$ cat config.mk
export PLATFORM = sky130hd
export DESIGN_NAME = adc_conversion_control
export DESIGN_NICKNAME = d
export VERILOG_FILES = /design/src/adc_pkg.sv /design/src/bit_period_gen.sv /design/src/adc_conversion_control.sv
export VERILOG_INCLUDE_DIRS = /design/src
export SDC_FILE = /design/constraint.sdc
export NUM_CORES = 1
export LEC_CHECK = 0
export ABC_AREA = 1
export BUFFER_PORTS_ARGS = -buffer_cell sky130_fd_sc_hd__buf_2
export CAP_MARGIN = 10
export CORE_UTILIZATION = 55
export CTS_BUF_LIST = sky130_fd_sc_hd__clkbuf_16
export CTS_CLUSTER_DIAMETER = 60
export DETAILED_ROUTE_END_ITERATION = 8
export PLACE_DENSITY_LB_ADDON = 0.25
export SLEW_MARGIN = 10
export SYNTH_ARGS = -nofsm -noshare
export SYNTH_HDL_FRONTEND = slang
export SYNTH_HIERARCHICAL = 1
export SYNTH_SLANG_ARGS = --single-unit
$ cat constraint.sdc
create_clock -name clk_in -period 2.2 [get_ports clk_in]
set_input_delay 0.11 -clock clk_in [delete_from_list [all_inputs] [get_ports clk_in]]
set_output_delay 0.11 -clock clk_in [all_outputs]
set_load 0.02 [all_outputs]
$ cat src/adc_cfg.svh
// constants for the converter control block
`ifndef ADC_CFG_SVH
`define ADC_CFG_SVH
`define RESULT_WIDTH      10
`define PAIR_WIDTH        16
`define BIT_PERIOD_CYCLES 8'h08
`define ACQ_CYCLES        8'h10
`define CONV_BITS         4'hB
`define LOW_BYTE_RESET    8'h00
`define HIGH_BYTE_RESET   8'h00
`endif

$ cat src/adc_pkg.sv
// types shared by the converter control block
`default_nettype none
package adc_pkg;
  typedef enum logic [1:0] {
    ST_OFF     = 2'b00,
    ST_ACQUIRE = 2'b01,
    ST_CONVERT = 2'b10
  } conv_state_t;
endpackage : adc_pkg
`default_nettype wire

$ cat src/bit_period_gen.sv
// conversion bit period tick generator
`timescale 1ns/100ps
`default_nettype none
`include "adc_cfg.svh"
module bit_period_gen (
  input  wire logic       clk_in,
  input  wire logic       rst_n_in,
  input  wire logic       restart_in,
  output var  logic       tick_out
);
  logic [7:0] count;
  logic [7:0] next_count;
  logic       next_tick;

  always_comb begin
    next_count = count + 8'h01;
    next_tick  = 1'b0;
    if (restart_in) begin
      next_count = 8'h00;
    end else if (count == `BIT_PERIOD_CYCLES - 8'h01) begin
      next_count = 8'h00;
      next_tick  = 1'b1;
    end
  end

  always_ff @(posedge clk_in or negedge rst_n_in) begin
    if (!rst_n_in) begin
      count    <= 8'h00;
      tick_out <= 1'b0;
    end else begin
      count    <= next_count;
      tick_out <= next_tick;
    end
  end
endmodule : bit_period_gen
`default_nettype wire

$ cat src/adc_conversion_control.sv
// conversion control, result pair and go flag sequencing
`timescale 1ns/100ps
`default_nettype none
`include "adc_cfg.svh"
// Functional notes
// - clearing go mid-conversion aborts at once
// - abort leaves both result bytes unchanged
// - abort restarts acquisition, count from zero
// - setting go again starts new conversion
// - first segment one bit period plus one clock
// - completion loads result into sixteen-bit pair
// - format bit selects left or right justify
// - unused six bits loaded as zeros
// - disabled converter: bytes are plain storage
module adc_conversion_control (
  input  wire logic       clk_in,
  input  wire logic       rst_n_in,
  input  wire logic       converter_on_in,
  input  wire logic       result_format_select_in,
  input  wire logic       go_set_in,
  input  wire logic       go_clear_in,
  input  wire logic       done_flag_clear_in,
  input  wire logic       low_byte_write_in,
  input  wire logic       high_byte_write_in,
  input  wire logic [7:0] write_data_in,
  input  wire logic       comparator_in,
  output var  logic       go_flag_out,
  output var  logic       conversion_done_flag_out,
  output var  logic       acquiring_out,
  output var  logic       sample_hold_out,
  output var  logic [9:0] sar_trial_out,
  output var  logic [7:0] result_high_byte_out,
  output var  logic [7:0] result_low_byte_out
);
  // ==========================================================
  // input synchroniser for the comparator pin
  logic comp_meta;
  logic comp_sync;

  always_ff @(posedge clk_in or negedge rst_n_in) begin
    if (!rst_n_in) begin
      comp_meta <= 1'b0;
      comp_sync <= 1'b0;
    end else begin
      comp_meta <= comparator_in;
      comp_sync <= comp_meta;
    end
  end

  // ==========================================================
  // bit period timing
  logic bit_tick;
  logic restart_timer;

  bit_period_gen u_bit_period (
    .clk_in     (clk_in),
    .rst_n_in   (rst_n_in),
    .restart_in (restart_timer),
    .tick_out   (bit_tick)
  );

  // ==========================================================
  // justification of a finished result
  function automatic logic [15:0] justify(input logic [9:0] value,
                                          input logic       right);
    if (right) begin
      justify = {6'h00, value};
    end else begin
      justify = {value, 6'h00};
    end
  endfunction : justify

  // ==========================================================
  // one approximation step: settle the bit on trial,
  // then raise the next lower bit as the new trial
  function automatic logic [9:0] sar_step(input logic [9:0] trial,
                                          input logic [3:0] index,
                                          input logic       keep);
    logic [9:0] step;
    step = trial;
    if (!keep) begin
      step[index - 4'h1] = 1'b0;
    end
    if (index > 4'h1) begin
      step[index - 4'h2] = 1'b1;
    end
    sar_step = step;
  endfunction : sar_step

  // ==========================================================
  // conversion sequencer
  adc_pkg::conv_state_t state;
  adc_pkg::conv_state_t next_state;
  logic [7:0]           acq_count;
  logic [7:0]           next_acq_count;
  logic [3:0]           bit_index;
  logic [3:0]           next_bit_index;
  logic [9:0]           sar;
  logic [9:0]           next_sar;
  logic                 next_go;
  logic                 next_done;
  logic [7:0]           next_high;
  logic [7:0]           next_low;
  logic [15:0]          loaded;
  logic                 go_rise;
  logic                 finish;

  assign go_rise = go_set_in && !go_flag_out;

  always_comb begin
    next_state     = state;
    next_acq_count = acq_count;
    next_bit_index = bit_index;
    next_sar       = sar;
    next_go        = go_flag_out;
    next_done      = conversion_done_flag_out;
    next_high      = result_high_byte_out;
    next_low       = result_low_byte_out;
    restart_timer  = 1'b0;
    finish         = 1'b0;
    loaded         = justify(sar, result_format_select_in);
    if (done_flag_clear_in) begin
      next_done = 1'b0;
    end
    // software stores; completion below overrides
    if (low_byte_write_in) begin
      next_low = write_data_in;
    end
    if (high_byte_write_in) begin
      next_high = write_data_in;
    end
    if (go_clear_in) begin
      next_go = 1'b0;
    end
    if (go_set_in && converter_on_in) begin
      next_go = 1'b1;
    end
    case (state)
      adc_pkg::ST_OFF: begin
        next_go = 1'b0;
        if (converter_on_in) begin
          next_state     = adc_pkg::ST_ACQUIRE;
          next_acq_count = 8'h00;
        end
      end
      adc_pkg::ST_ACQUIRE: begin
        if (acq_count != `ACQ_CYCLES) begin
          next_acq_count = acq_count + 8'h01;
        end
        if (go_rise) begin
          // timer restarts: first segment is one bit period plus one clock
          restart_timer  = 1'b1;
          next_state     = adc_pkg::ST_CONVERT;
          next_bit_index = `CONV_BITS;
          next_sar       = 10'h200;
        end
      end
      adc_pkg::ST_CONVERT: begin
        // a same-cycle set wins, so no abort then
        if (go_clear_in && !go_set_in) begin
          // abort: result bytes untouched, reacquire
          next_state     = adc_pkg::ST_ACQUIRE;
          next_acq_count = 8'h00;
          next_sar       = 10'h000;
        end else if (bit_tick && converter_on_in) begin
          // no completion once the converter is switched off
          if (bit_index == 4'h0) begin
            finish         = 1'b1;
            next_state     = adc_pkg::ST_ACQUIRE;
            next_acq_count = 8'h00;
            next_go        = 1'b0;
            next_done      = 1'b1;
            next_high      = loaded[15:8];
            next_low       = loaded[7:0];
          end else begin
            next_bit_index = bit_index - 4'h1;
            // first period only samples, ten trials follow
            if (bit_index <= 4'hA) begin
              next_sar = sar_step(sar, bit_index, comp_sync);
            end
          end
        end
      end
      default: begin
        next_state = adc_pkg::ST_OFF;
      end
    endcase
    if (!converter_on_in) begin
      next_state = adc_pkg::ST_OFF;
      next_go    = 1'b0;
    end
  end

  // ==========================================================
  // register stage of the sequencer and outputs
  always_ff @(posedge clk_in or negedge rst_n_in) begin
    if (!rst_n_in) begin
      state                    <= adc_pkg::ST_OFF;
      acq_count                <= 8'h00;
      bit_index                <= 4'h0;
      sar                      <= 10'h000;
      go_flag_out              <= 1'b0;
      conversion_done_flag_out <= 1'b0;
      result_high_byte_out     <= `HIGH_BYTE_RESET;
      result_low_byte_out      <= `LOW_BYTE_RESET;
      acquiring_out            <= 1'b0;
      sample_hold_out          <= 1'b0;
      sar_trial_out            <= 10'h000;
    end else begin
      state                    <= next_state;
      acq_count                <= next_acq_count;
      bit_index                <= next_bit_index;
      sar                      <= next_sar;
      go_flag_out              <= next_go;
      conversion_done_flag_out <= next_done;
      result_high_byte_out     <= next_high;
      result_low_byte_out      <= next_low;
      acquiring_out            <= (next_state == adc_pkg::ST_ACQUIRE);
      sample_hold_out          <= (next_state == adc_pkg::ST_CONVERT);
      sar_trial_out            <= next_sar;
    end
  end
endmodule : adc_conversion_control
`default_nettype wire

## After elaboration in Yosys (flattened, before gate mapping)

Cells that the tools add are included.

- Input bits: 18
- Word-level logic and storage cells: 107
- Output and inout bits: 30
- Register bits after elaboration: 47

- Bitwise gates (word level): 3
- Add/subtract/negate cells: 3
- Reduce and logical (&&, ||, !) cells: 13
- Order comparisons: 6
- Equality and inequality tests: 12
- Mux-type cells: 57

Operator list:

| kind | number |
|---|---|
| $mux 10 | 12 |
| $mux 8 | 12 |
| $pmux 10 s2 | 1 |
| $mux 1 | 17 |
| $mux 16 | 1 |
| $mux 4 | 4 |
| $and 10x10->10 | 1 |
| $lt 4x5->1 const B | 2 |
| $mux 2 | 5 |
| $not 10->10 | 1 |
| $or 10x10->10 | 1 |
| $reduce_and 5->1 | 2 |
| $ne 3x3->1 const B | 3 |
| $add 8x1->8 const B | 1 |
| $demux 1 s4 | 2 |
| $eq 8x3->1 const B | 1 |
| $ge 4x1->1 const B | 2 |
| $ne 2x2->1 const B | 4 |
| $pmux 4 s2 | 1 |
| $logic_and 1x1->1 | 6 |
| $pmux 2 s3 | 1 |
| $eq 2x1->1 const B | 2 |
| $eq 2x2->1 const B | 2 |
| $gt 4x1->1 const B | 1 |
| 8 further kinds | 9 |

## Longest topological paths before layout

Gate-level depths: netlist of the first run.

- Depth after elaboration: 20
- Depth in mapped cells: 11
- Mapped depth without buffers: 11

## Hierarchy

The synthesis of the first run kept the hierarchy.

By module, submodules not included:

| module | area an instance (µm²) | sequential area each (µm²) | times used | cells an instance |
|---|---|---|---|---|
| adc_conversion_control | 2,197.1 | 950.9 | 1 | 272 |
| bit_period_gen | 450.4 | 225.2 | 1 | 55 |

## Worst setup path after synthesis of the first run

No wires, ideal clock.

- Path type: register -> register
- Start: register bit_index[1]
- End: register result_high_byte_out[0]
- Required time: 2.119 ns
- Arrival time: 1.509 ns
- Clock period less this slack: 1.590 ns
- Stages on the path, launching flop included: 10
- Slack: 0.610 ns
- Cells stage by stage: dfrtp_1 inv_1 ha_1 inv_2 nor2_4 nand3_4 nor2_8 buf_6 nor2_1 a31oi_2

- Longest elaborated chain between the ends: 5

Ends and longest elaborated chain:

| what | line | text |
|---|---|---|
| from (decl) | adc_conversion_control.sv:96 | `logic [3:0] bit_index;` |
| from (signal assigned) | adc_conversion_control.sv:212 | `bit_index <= next_bit_index;` |
| $logic_not 4->1 | adc_conversion_control.sv:167 | `if (bit_index == 4'h0) begin` |
| $mux 8 | adc_conversion_control.sv:167 |  |
| $mux 8 | adc_conversion_control.sv:165 | `end else if (bit_tick && converter_on_in) begin` |
| $mux 8 | adc_conversion_control.sv:160 | `if (go_clear_in && !go_set_in) begin` |
| $mux 8 | adc_conversion_control.sv:138 | `case (state)` |
| net next_high[0] | adc_conversion_control.sv:102 | `logic [7:0] next_high;` |
| to (signal assigned) | adc_conversion_control.sv:204 | `` result_high_byte_out <= `HIGH_BYTE_RESET; `` |
| to (signal assigned) | adc_conversion_control.sv:216 | `result_high_byte_out <= next_high;` |
| to (decl) | adc_conversion_control.sv:32 | `output var logic [7:0] result_high_byte_out,` |

The timed path passes the listed nets, and every way through them passes these cells.
A chain may end at the register's enable or synchronous reset.

## Worst setup path after layout of the first run

- Start: register bit_index[0]
- End: register result_low_byte_out[6]

- Longest elaborated chain between the ends: 5

Ends and longest elaborated chain:

| what | line | text |
|---|---|---|
| $logic_not 4->1 | adc_conversion_control.sv:167 |  |
| $mux 8 | adc_conversion_control.sv:167 |  |
| $mux 8 | adc_conversion_control.sv:165 |  |
| $mux 8 | adc_conversion_control.sv:160 |  |
| $mux 8 | adc_conversion_control.sv:138 |  |
| net next_low[6] | adc_conversion_control.sv:103 | `logic [7:0] next_low;` |
| to (signal assigned) | adc_conversion_control.sv:205 | `` result_low_byte_out <= `LOW_BYTE_RESET; `` |
| to (signal assigned) | adc_conversion_control.sv:217 | `result_low_byte_out <= next_low;` |
| to (decl) | adc_conversion_control.sv:33 | `output var logic [7:0] result_low_byte_out` |

The timed path passes the listed nets, and every way through them passes these cells.

==> results of run 1 <==
[final cells by class]
cell class	count	area, um^2	share of cell area [%]
clock buffer	5	125	4.02
clock inverter	3	46.3	1.49
inverter	32	120	3.86
multi-input combinational	242	1310	42.0
sequential	47	1180	37.8
tap	52	65.1	2.09
timing repair buffer	51	270	8.69
[registers in the layout, summed over array words and instances, names as in the netlist, 2 cells and up]
| name | count |
|---|---|
| bit_index | 4 |
| result_high_byte_out | 8 |
| result_low_byte_out | 8 |
| sar | 10 |
| state | 2 |
| u_bit_period/count | 8 |
[routing by layer]
| layer | global-route usage, % | up-vias | wire length, um |
|---|---|---|---|
| met2 | 41.9 | 55 | 2580 |
| met4 | 8.89 | 0 | 94 |
| met5 | 0 | - | 0 |
| met3 | 4.92 | 12 | 214 |
| li1 | - | 1162 | - |
| met1 | 27.6 | 999 | 2390 |
[Yosys cell counts, drive strengths merged]
library cell	count
a21boi	2
a31oi	4
o31ai	1
clkinv	1
nor2	34
inv	31
o211ai	1
buf	5
nand4	2
nor3	2
dfrtp	47
a22oi	2
mux2i	11
o21bai	2
o21ai	17
clkbuf	1
a21oi	6
or2	1
nand3	30
nand2	113
a211oi	1
o22ai	1
xor2	1
ha	11
[power breakdown]
part | internal, mW | switching (mW) | total (mW)
Combinational | 0.133 | 0.218 | 0.351
Sequential | 0.952 | 0.0823 | 1.03
Clock | 0.539 | 0.323 | 0.863
Total | 1.63 | 0.623 | 2.25
[worst max path at each step]
| stage | start | endpoint | slack [ns] |
|---|---|---|---|
| after floorplan | bit_index[1] | result_high_byte_out[0] | 0.61 |
| after global placement | bit_index[1] | result_high_byte_out[1] | 0.41 |
| after detailed placement | bit_index[1] | result_high_byte_out[0] | 0.30 |
| after CTS | bit_index[1] | result_high_byte_out[0] | 0.30 |
| after global routing | bit_index[1] | result_low_byte_out[6] | 0.08 |
| final | bit_index[0] | result_low_byte_out[6] | 0.31 |
[critical path, cell delays in order, from the launching register on]
cell and delay (ns):
dfrtp_1 0.44, inv_1 0.19, ha_1 0.26, inv_2 0.08, nor2_4 0.15, nand3_4 0.12
nor2_8 0.31, nor2_1 0.07, a31oi_1 0.17
[per-stage QoR]
| stage | hold WS, ns | setup slack, ns |
|---|---|---|
| after global routing | 0.0111 | 0.0778 |
| final | 0.00697 | 0.314 |
| after global placement | 0.0590 | 0.411 |
| after floorplan | -0.186 | 0.610 |
| after CTS | 0.00193 | 0.296 |
| after detailed placement | 0.0573 | 0.302 |
[kinds of logic (layout without fill, tap and decap cells)]
kind of cell | count (synthesis) | in the layout | synth area share (%)
fa+ha+maj | 11 | 11 | 5.20
simple gates | 182 | 182 | 31.1
xor+xnor | 1 | 1 | 0.331
flops | 47 | 47 | 44.4
compound gates | 37 | 37 | 8.55
buf+inv | 38 | 91 | 6.19
mux | 11 | 11 | 4.16
[cell usage in the layout (no fill, tap or decap), drive strengths merged]
cell type and n:
a22oi 2, o21ai 17, dfrtp 47, nand2 113
mux2i 11, o22ai 1, o31ai 1, a211oi 1
ha 11, nand3 30, nand4 2, nor2 34
a31oi 4, a21boi 2, o211ai 1, clkinv 1
dlygate4sd3 2, bufinv 1, clkbuf 5, a21oi 6
nor3 2, xor2 1, buf 49, o21bai 2
or2 1, inv 32, clkinvlp 1
[timing repair]
item | 4_1_cts | 5_1_grt
hold endpoints to repair | 17 | 0
setup buffers | 0 | 0
hold buffers | 2 | 0
==> metrics.yaml, run 1 <==
clocking:
  cts_tree: "done"
  ctsLongestPathBuffers: 2
  numCtsBuffers: 5
  insertion_delay_ns: 0.29
  htreeDepth: 2
  cts_root_buf: "clkbuf_16"
  ctsResizeCount: 0
  cts_sinks: 47
  path_clk_slew_ns: 0.06
timing:
  finalCriticalPeriod_ns: 1.89
  final_max_slew_viol_count: 0
  worst_pin_slew_ns: 0.401
  hold_viol: 0
  finalSetupViolCount: 0
  rsz0062_at_grt: "no"
  tns_ns: 0
  max-slew-margin-rel_pct: 73.3
  period_share_pct: 85.7
  fin_skew_ns: 0.00351
  fmax_ghz: 0.530
logic_synthesis:
  synth_cell_types: 34
  synth_nets: 356
  synth-seq-cells: 47
  syn_avg_cell_area_um2: 8.10
  yosys_warnings: 6
  synth_largest_area_cell: "dfrtp_1"
  synth_top_area_share_pct: 44.4
  yosys-top-cells-area: "dfrtp_1 44%, nand2_1 15%, nand3_1 5.3%"
  syn_inst: 327
  synth_area_um2: 2650
  ys_seq_area_share_pct: 44.4
final_layout:
  utilization_pct: 69.1
  n_antenna_cell: 0
  final_area_um2: 3110
  fin_nets: 408
  drive_gt1_share_pct: 21.1
  fill_cells: 374
  syn_to_final_growth_pct: 17.5
  fin_cells: 432
global_routing:
  grt_pass1_vias: 2172
  grt_max_degree: 33
  grt_usage_pct: 23.4
  antenna_found_initial: 0
  overflow: 0
  grt_pass1_wl_um: 9260
power_and_ir_drop:
  powerDensity_nw_per_um2: 723
  ir_drop_uv: 533
  p_total_mw: 2.25
  leakage_nw: 1.65
floorplan:
  initial_core_util_pct: 58.8
  coreArea_um2: 4500
  die_h_um: 71.4
  num_rows: 24
  die_x_um: 71.4
  die-area_um2: 5100
  num_io_pins: 48
placed_design:
  dp_hpwl_um: 4150
  gp_congestion: 0.957
  placedCellCount: 422
  port_buffers: 47
  dpl-instance-area_um2: 2920
worst_setup_path:
  worstSetupPathType: "register to register"
  r2r_cells: 8
  critPathRequiredTime_ns: 2.40
  cp-end-kind: "register"
  r2r_slack_ns: 0.31
  cp-start-kind: "register"
  r2r_end: "result_low_byte_out[6]"
  timing.rr.start: "bit_index[0]"
  arrival_ns: 2.09
  crit_fanout: 32
routing:
  drc: 8
  routedWlPerCell_um: 12.2
  postRouteAntennaNets: 0
  dr_total_vias: 2228
  drt-total-wl_um: 5280
  via_per_inst: 5.16
  drt_pass1_iterations: 8
  first_iter_violations: 138
run_status:
  outcome: "finished with violations"
  violations: "design-rule violations"
flow_run:
  drv_cap: 0
hold_path:
  min_to: "conversion_done_flag_out"
  hp-class: "input pin to register"
  hp-start: "done_flag_clear_in"
  holdPathStages: 2
Power figures use the tool's default switching activity.
==> inputs of run 2 (changes only) <==
==> constraint.sdc (replaced) <==
create_clock -name clk_in -period 1.9 [get_ports clk_in]
set_input_delay 0.095 -clock clk_in [delete_from_list [all_inputs] [get_ports clk_in]]
set_output_delay 0.095 -clock clk_in [all_outputs]
set_load 0.02 [all_outputs]
==> run 2 against run 1 <==
  * Global-route usage increased by 0.94 points
  * Utilization up 1.2 points
  * Power is 16% higher
  * Sequential power grew 17%
  * Final cell count rose by 1.2%
  * Highest routed layer unchanged
  * The run still ends with design-rule violations left
  * Largest cell class unchanged
==> metrics.yaml, run 2 (synthesized netlist as in run 1, its figures left out) <==
run_status:
  outcome: "finished with violations"
  violations: "design-rule violations"
worst_setup_path:
  cp-start-kind: "register"
  r2r_cells: 10  # +2
  r2r_end: "sar[2]"
  max_stage_delay_ns: 0.44  # about the same
  timing.rr.start: "bit_index[0]"
  crit_chain: "inv_1 -> buf_4 -> ha_1 -> o21ai_0 -> nand2_1 -> nand2_2 -> nand2_1 -> nand2_2 -> nand2_1 -> nand2_1"
  critPathRequiredTime_ns: 2.13  # -0.27 ns
  crit_path_top_delay_cell: "dfrtp_1"
  cp_top_family: "simple AND/OR/NAND/NOR gates"
  worstSetupPathType: "register to register"
  crit_buf_inv: 2  # unchanged
  r2r_slack_ns: 0.16  # -0.16 ns
  arrival_ns: 1.97  # -0.12 ns
  crit_fanout: 9  # -72%
  cp-end-kind: "register"
  path_common_cell: "nand2_1"
power_and_ir_drop:
  ir_drop_uv: 547  # +2.6%
  p_total_mw: 2.60  # +16%
  leakage_nw: 1.66  # +0.46%
  powerDensity_nw_per_um2: 823  # +14%
hold_path:
  hp-class: "input pin to register"
  holdPathStages: 2  # unchanged
  hp-start: "converter_on_in"
  min_to: "state[1]"
clocking:
  ctsLongestPathBuffers: 2  # unchanged
  cts_root_buf: "clkbuf_16"
  htreeDepth: 2  # unchanged
  path_clk_slew_ns: 0.06  # about the same
  cts_tree: "done"
  cts_sinks: 47  # unchanged
  insertion_delay_ns: 0.29  # about the same
  numCtsBuffers: 5  # unchanged
global_routing:
  overflow: 0  # unchanged
  grt_max_degree: 28  # -15%
  antenna_found_initial: 0  # unchanged
  grt_pass1_vias: 2212  # +1.8%
  grt_pass1_wl_um: 9580  # +3.5%
  grt_usage_pct: 24.3  # +0.94 points
final_layout:
  largest_reg_flops: 10  # unchanged
  final_common_cell: "nand2_1"
  syn_to_final_growth_pct: 19.5
  drive_gt1_share_pct: 22.3  # +1.3 points
  layout_common_cells: "107 x nand2_1, 47 x dfrtp_1, 47 x buf_2"
  regMostFlops: "sar"
  n_antenna_cell: 0  # unchanged
  fill_cells: 348  # -7.0%
  fin_nets: 413  # +1.2%
floorplan:
  initial_core_util_pct: 58.8  # unchanged
  die_h_um: 71.4  # unchanged
  num_io_pins: 48  # unchanged
  die_x_um: 71.4  # unchanged
  die-area_um2: 5100  # unchanged
  coreArea_um2: 4500  # unchanged
  num_rows: 24  # unchanged
timing:
  fin_skew_ns: 0.00377  # +0.000260 ns
  hold_viol: 0  # unchanged
  max-slew-margin-rel_pct: 60.0  # -13 points
  final_max_slew_viol_count: 0  # unchanged
  worst_pin_slew_ns: 0.599  # +0.199 ns
  period_share_pct: 91.7  # +6.0 points
  worst_slack_ns: 0.158  # -0.156 ns
  finalSetupViolCount: 0  # unchanged
  fmax_ghz: 0.574  # +8.3%
  rsz0062_at_grt: "no"
  finalCriticalPeriod_ns: 1.74  # -0.144 ns
routing:
  drc: 8  # unchanged
  via_per_inst: 5.46  # +5.9%
  first_iter_violations: 117  # -15%
  postRouteAntennaNets: 0  # unchanged
  drt_pass1_iterations: 6  # -2
  routedWlPerCell_um: 13.2  # +8.1%
  dr_total_vias: 2387  # +7.1%
  drt-total-wl_um: 5770  # +9.3%
placed_design:
  dp_hpwl_um: 4140  # -0.33%
  dpl_worst_slack_ns: -0.0238  # -0.326 ns
  gp_congestion: 0.903  # -5.6%
  port_buffers: 47  # unchanged
flow_run:
  drv_cap: 0  # unchanged
-- run 2: repair_timing --
item | in CTS | in global routing
hold buffers | 3 | 0
setup endpoints to repair | 3 | 26
buffers inserted | 0 | 0
resized for setup | 0 | 4
hold endpoints to repair | 27 | 0
pin swaps | 1 | 2
cloned | 1 | 2
-- run 2: through the flow --
stage / TNS (ns) / utilization, % / area (um^2) / hold WS (ns) / cells
5_1_grt: 0 / 70.2 / 3160 / 0.111 / 437
6_report: 0 / 70.2 / 3160 / 0.115 / 437
3_5_place_dp: -0.0334 / 65.0 / 2930 / 0.130 / 423
3_3_place_gp: 0 / 65.0 / 2930 / 0.140 / 423
2_1_floorplan: 0 / - / 2650 / -0.201 / 327
4_1_cts: 0 / 69.6 / 3140 / 0.110 / 435
-- run 2: routing by layer --
metal	GRT usage, %	part of all wire [%]	up-vias
met2	43.1	50	75
met3	5.20	4.7	13
li1	-	-	1177
met5	0	0	-
met1	29.2	43	1122
met4	8.89	1.9	0
-- run 2: worst max path at each step --
stage	cells after the start	start	slack, ns	endpoint
finish	10	bit_index[0]	0.16	sar[2]
global route	10	bit_index[0]	0.01	sar[2]
CTS	8	bit_index[1]	0.008	result_high_byte_out[0]
detailed placement	8	bit_index[1]	-0.02	result_high_byte_out[0]
global placement	8	bit_index[1]	0.11	result_high_byte_out[1]
floorplan	9	bit_index[1]	0.31	result_high_byte_out[0]
-- run 2: where the power goes --
group	internal (mW)	switching [mW]	leakage (nW)	total, mW
Clock	0.620	0.370	0.0818	0.991
Combinational	0.157	0.255	0.994	0.413
Sequential	1.10	0.0972	0.585	1.20
Total	1.88	0.723	1.66	2.60
-- run 2: area by class of cell --
class	count	area, um^2	share of cell area, %
Timing Repair Buffer	53	288	9.10
Clock inverter	3	42.5	1.34
Sequential cell	47	1180	37.2
Clock buffer	5	125	3.96
Inverter	32	120	3.80
Tap cell	52	65.1	2.06
Multi-Input combinational cell	245	1350	42.6
==> inputs of run 3 (changes only) <==
--- a/config.mk
+++ b/config.mk
@@ -13,7 +13,7 @@
 export CTS_BUF_LIST = sky130_fd_sc_hd__clkbuf_16
 export CTS_CLUSTER_DIAMETER = 60
 export DETAILED_ROUTE_END_ITERATION = 8
-export PLACE_DENSITY_LB_ADDON = 0.25
+export PLACE_DENSITY = 0.86
 export SLEW_MARGIN = 10
 export SYNTH_ARGS = -nofsm -noshare
 export SYNTH_HDL_FRONTEND = slang
==> run 3 against run 2 <==
  * The run still ends with design-rule violations left
  * Worst hold slack lost 0.099 ns
  * Non-clock buffer count grew 1
  * Die area stayed put
  * Final area down 1.2%
  * First-iteration DRC count increased by 87%
  * Clock-buffer cell count did not move
  * Register-to-register slack lost 0.03 ns
  * Final cell count is 0.23% lower
  * Combinational power up 2%
  * Highest routed layer unchanged
==> metrics.yaml, run 3 (synthesized netlist as in run 1, its figures left out) <==
timing:
  period_share_pct: 93.2  # +1.5 points
  fin_skew_ns: 0.00488  # +0.00111 ns
  worst_pin_slew_ns: 0.655  # +0.0557 ns
  fmax_ghz: 0.565  # -1.6%
  tns_ns: 0  # unchanged
  max-slew-margin-rel_pct: 56.3  # -3.7 points
  hold_ws_ns: 0.0169  # -0.0986 ns
  finalSetupViolCount: 0  # unchanged
  hold_viol: 0  # unchanged
  rsz0062_at_grt: "no"
  finalCriticalPeriod_ns: 1.77  # +0.0279 ns
  final_max_slew_viol_count: 0  # unchanged
floorplan:
  die_x_um: 71.4  # unchanged
  die_h_um: 71.4  # unchanged
  num_io_pins: 48  # unchanged
  coreArea_um2: 4500  # unchanged
  die-area_um2: 5100  # unchanged
  num_rows: 24  # unchanged
  initial_core_util_pct: 58.8  # unchanged
global_routing:
  antenna_found_initial: 0  # unchanged
  grt_usage_pct: 25.6  # +1.2 points
  grt_pass1_vias: 2194  # -0.81%
  grt_util_met1_pct: 31.7  # +2.4 points
  overflow: 0  # unchanged
  grt_pass1_wl_um: 10100  # +5.3%
  use_met3_pct: 4.78  # -0.42 points
  busiest_layer: "met2"
  grt_max_degree: 30  # +7.1%
  grtUsageMet2_pct: 44.8  # +1.7 points
clocking:
  htreeDepth: 2  # unchanged
  cts_root_buf: "clkbuf_16"
  ctsLongestPathBuffers: 2  # unchanged
  path_clk_slew_ns: 0.07  # about the same
  insertion_delay_ns: 0.29  # about the same
  cts_tree: "done"
  cts_sinks: 47  # unchanged
  numCtsBuffers: 5  # unchanged
final_layout:
  n_antenna_cell: 0  # unchanged
  drive_gt1_share_pct: 22.7  # +0.32 points
  final_common_cell: "nand2_1"
  fin_nets: 412  # -0.24%
  regMostFlops: "sar"
  syn_to_final_growth_pct: 18.1
  fill_cells: 362  # +4.0%
  largest_reg_flops: 10  # unchanged
  layout_common_cells: "108 x nand2_1, 47 x buf_2, 46 x dfrtp_1"
flow_run:
  drv_cap: 0  # unchanged
placed_design:
  dp_hpwl_um: 4270  # +3.3%
  port_buffers: 47  # unchanged
  gp_congestion: 0.910  # +0.76%
run_status:
  violations: "design-rule violations"
  outcome: "finished with violations"
power_and_ir_drop:
  powerDensity_nw_per_um2: 801  # -2.7%
  leakage_nw: 1.66  # -0.11%
  ir_drop_uv: 690  # +26%
  p_total_mw: 2.50  # -3.8%
routing:
  first_iter_violations: 219  # +87%
  postRouteAntennaNets: 0  # unchanged
  via_per_inst: 5.36  # -1.8%
  drt_pass1_iterations: 7  # +1
  drc: 5  # -3
  dr_total_vias: 2339  # -2.0%
  routedWlPerCell_um: 13.7  # +4.0%
  drt-total-wl_um: 5990  # +3.7%
worst_setup_path:
  cp-start-kind: "register"
  critPathRequiredTime_ns: 2.13  # about the same
  worstSetupPathType: "register to register"
  crit_fanout: 7  # -2
  cp-end-kind: "register"
  arrival_ns: 2.00  # +0.03 ns
hold_path:
  hp-class: "input pin to register"
==> run 3: cell types whose count changed in the layout (fill, tap and decap cells not counted), moves of 2 or more <==
cell	change
buf_4	+2
clkinv_2	+2
nand2_2	-2
nor2_4	-2
==> run 3: what timing repair did <==
| item | 4_1_cts | 5_1_grt |
|---|---|---|
| hold buffers | 2 | 0 |
| cloned | 1 | 0 |
| endpoints found under the setup margin | 4 | 30 |
| resized for setup | 0 | 5 |
| pin swaps | 2 | 0 |
| endpoints found under the hold margin | 28 | 0 |
| buffers inserted | 2 | 0 |
==> run 3: final cells by class <==
cell class	instances	area, um^2	area share (%)
flip-flops and latches	47	1180	37.7
multi-input cells	243	1330	42.4
well taps	52	65.1	2.08
repair buffers	54	293	9.37
clock buffers	5	125	4.00
clock inverters	3	18.8	0.600
inverters	32	120	3.84
==> run 3: worst paths after layout <==
check                              startpoint                  endpoint  slack (ns)  cells past startpoint
max                              bit_index[1]                    sar[2]        0.13                     10
min                        done_flag_clear_in  conversion_done_flag_out        0.02                      2
max reg2reg                      bit_index[1]                    sar[2]        0.13                     10
min reg2reg                         comp_meta                 comp_sync        0.36                      0
max in group asynchronous            rst_n_in              bit_index[0]        0.92                      3
min in group asynchronous            rst_n_in    result_low_byte_out[3]        0.37                      2
==> run 3: layer usage <==
layer | vias to the layer above | part of all wire, %
li1 | 1166 | -
met1 | 1075 | 43
met2 | 83 | 50
met3 | 15 | 5.3
met4 | 0 | 2.2
met5 | - | 0
==> run 3: where the power goes <==
part | internal (mW) | switching, mW
clock | 0.488 | 0.389
combinational | 0.158 | 0.265
sequential | 1.10 | 0.101
==> run 3: critical path: stages, from the launching register on <==
cell and delay (ns):
dfrtp_1 0.42, inv_2 0.10, ha_1 0.22, or2_1 0.26, nand2_1 0.10, inv_1 0.07, nor2_2 0.19, nand3_1 0.14
nand2_1 0.09, nand2_1 0.05, nand2_1 0.06
==> run 3: per-stage QoR <==
step	worst slack [ns]	util (%)	instances	cell area, um^2
after floorplan	0.310	-	327	2650
after global placement	0.130	65.0	423	2930
after detailed placement	0.00429	65.0	423	2930
after CTS	0.0487	69.2	436	3120
after global routing	0.000562	69.4	436	3130
final	0.130	69.4	436	3130
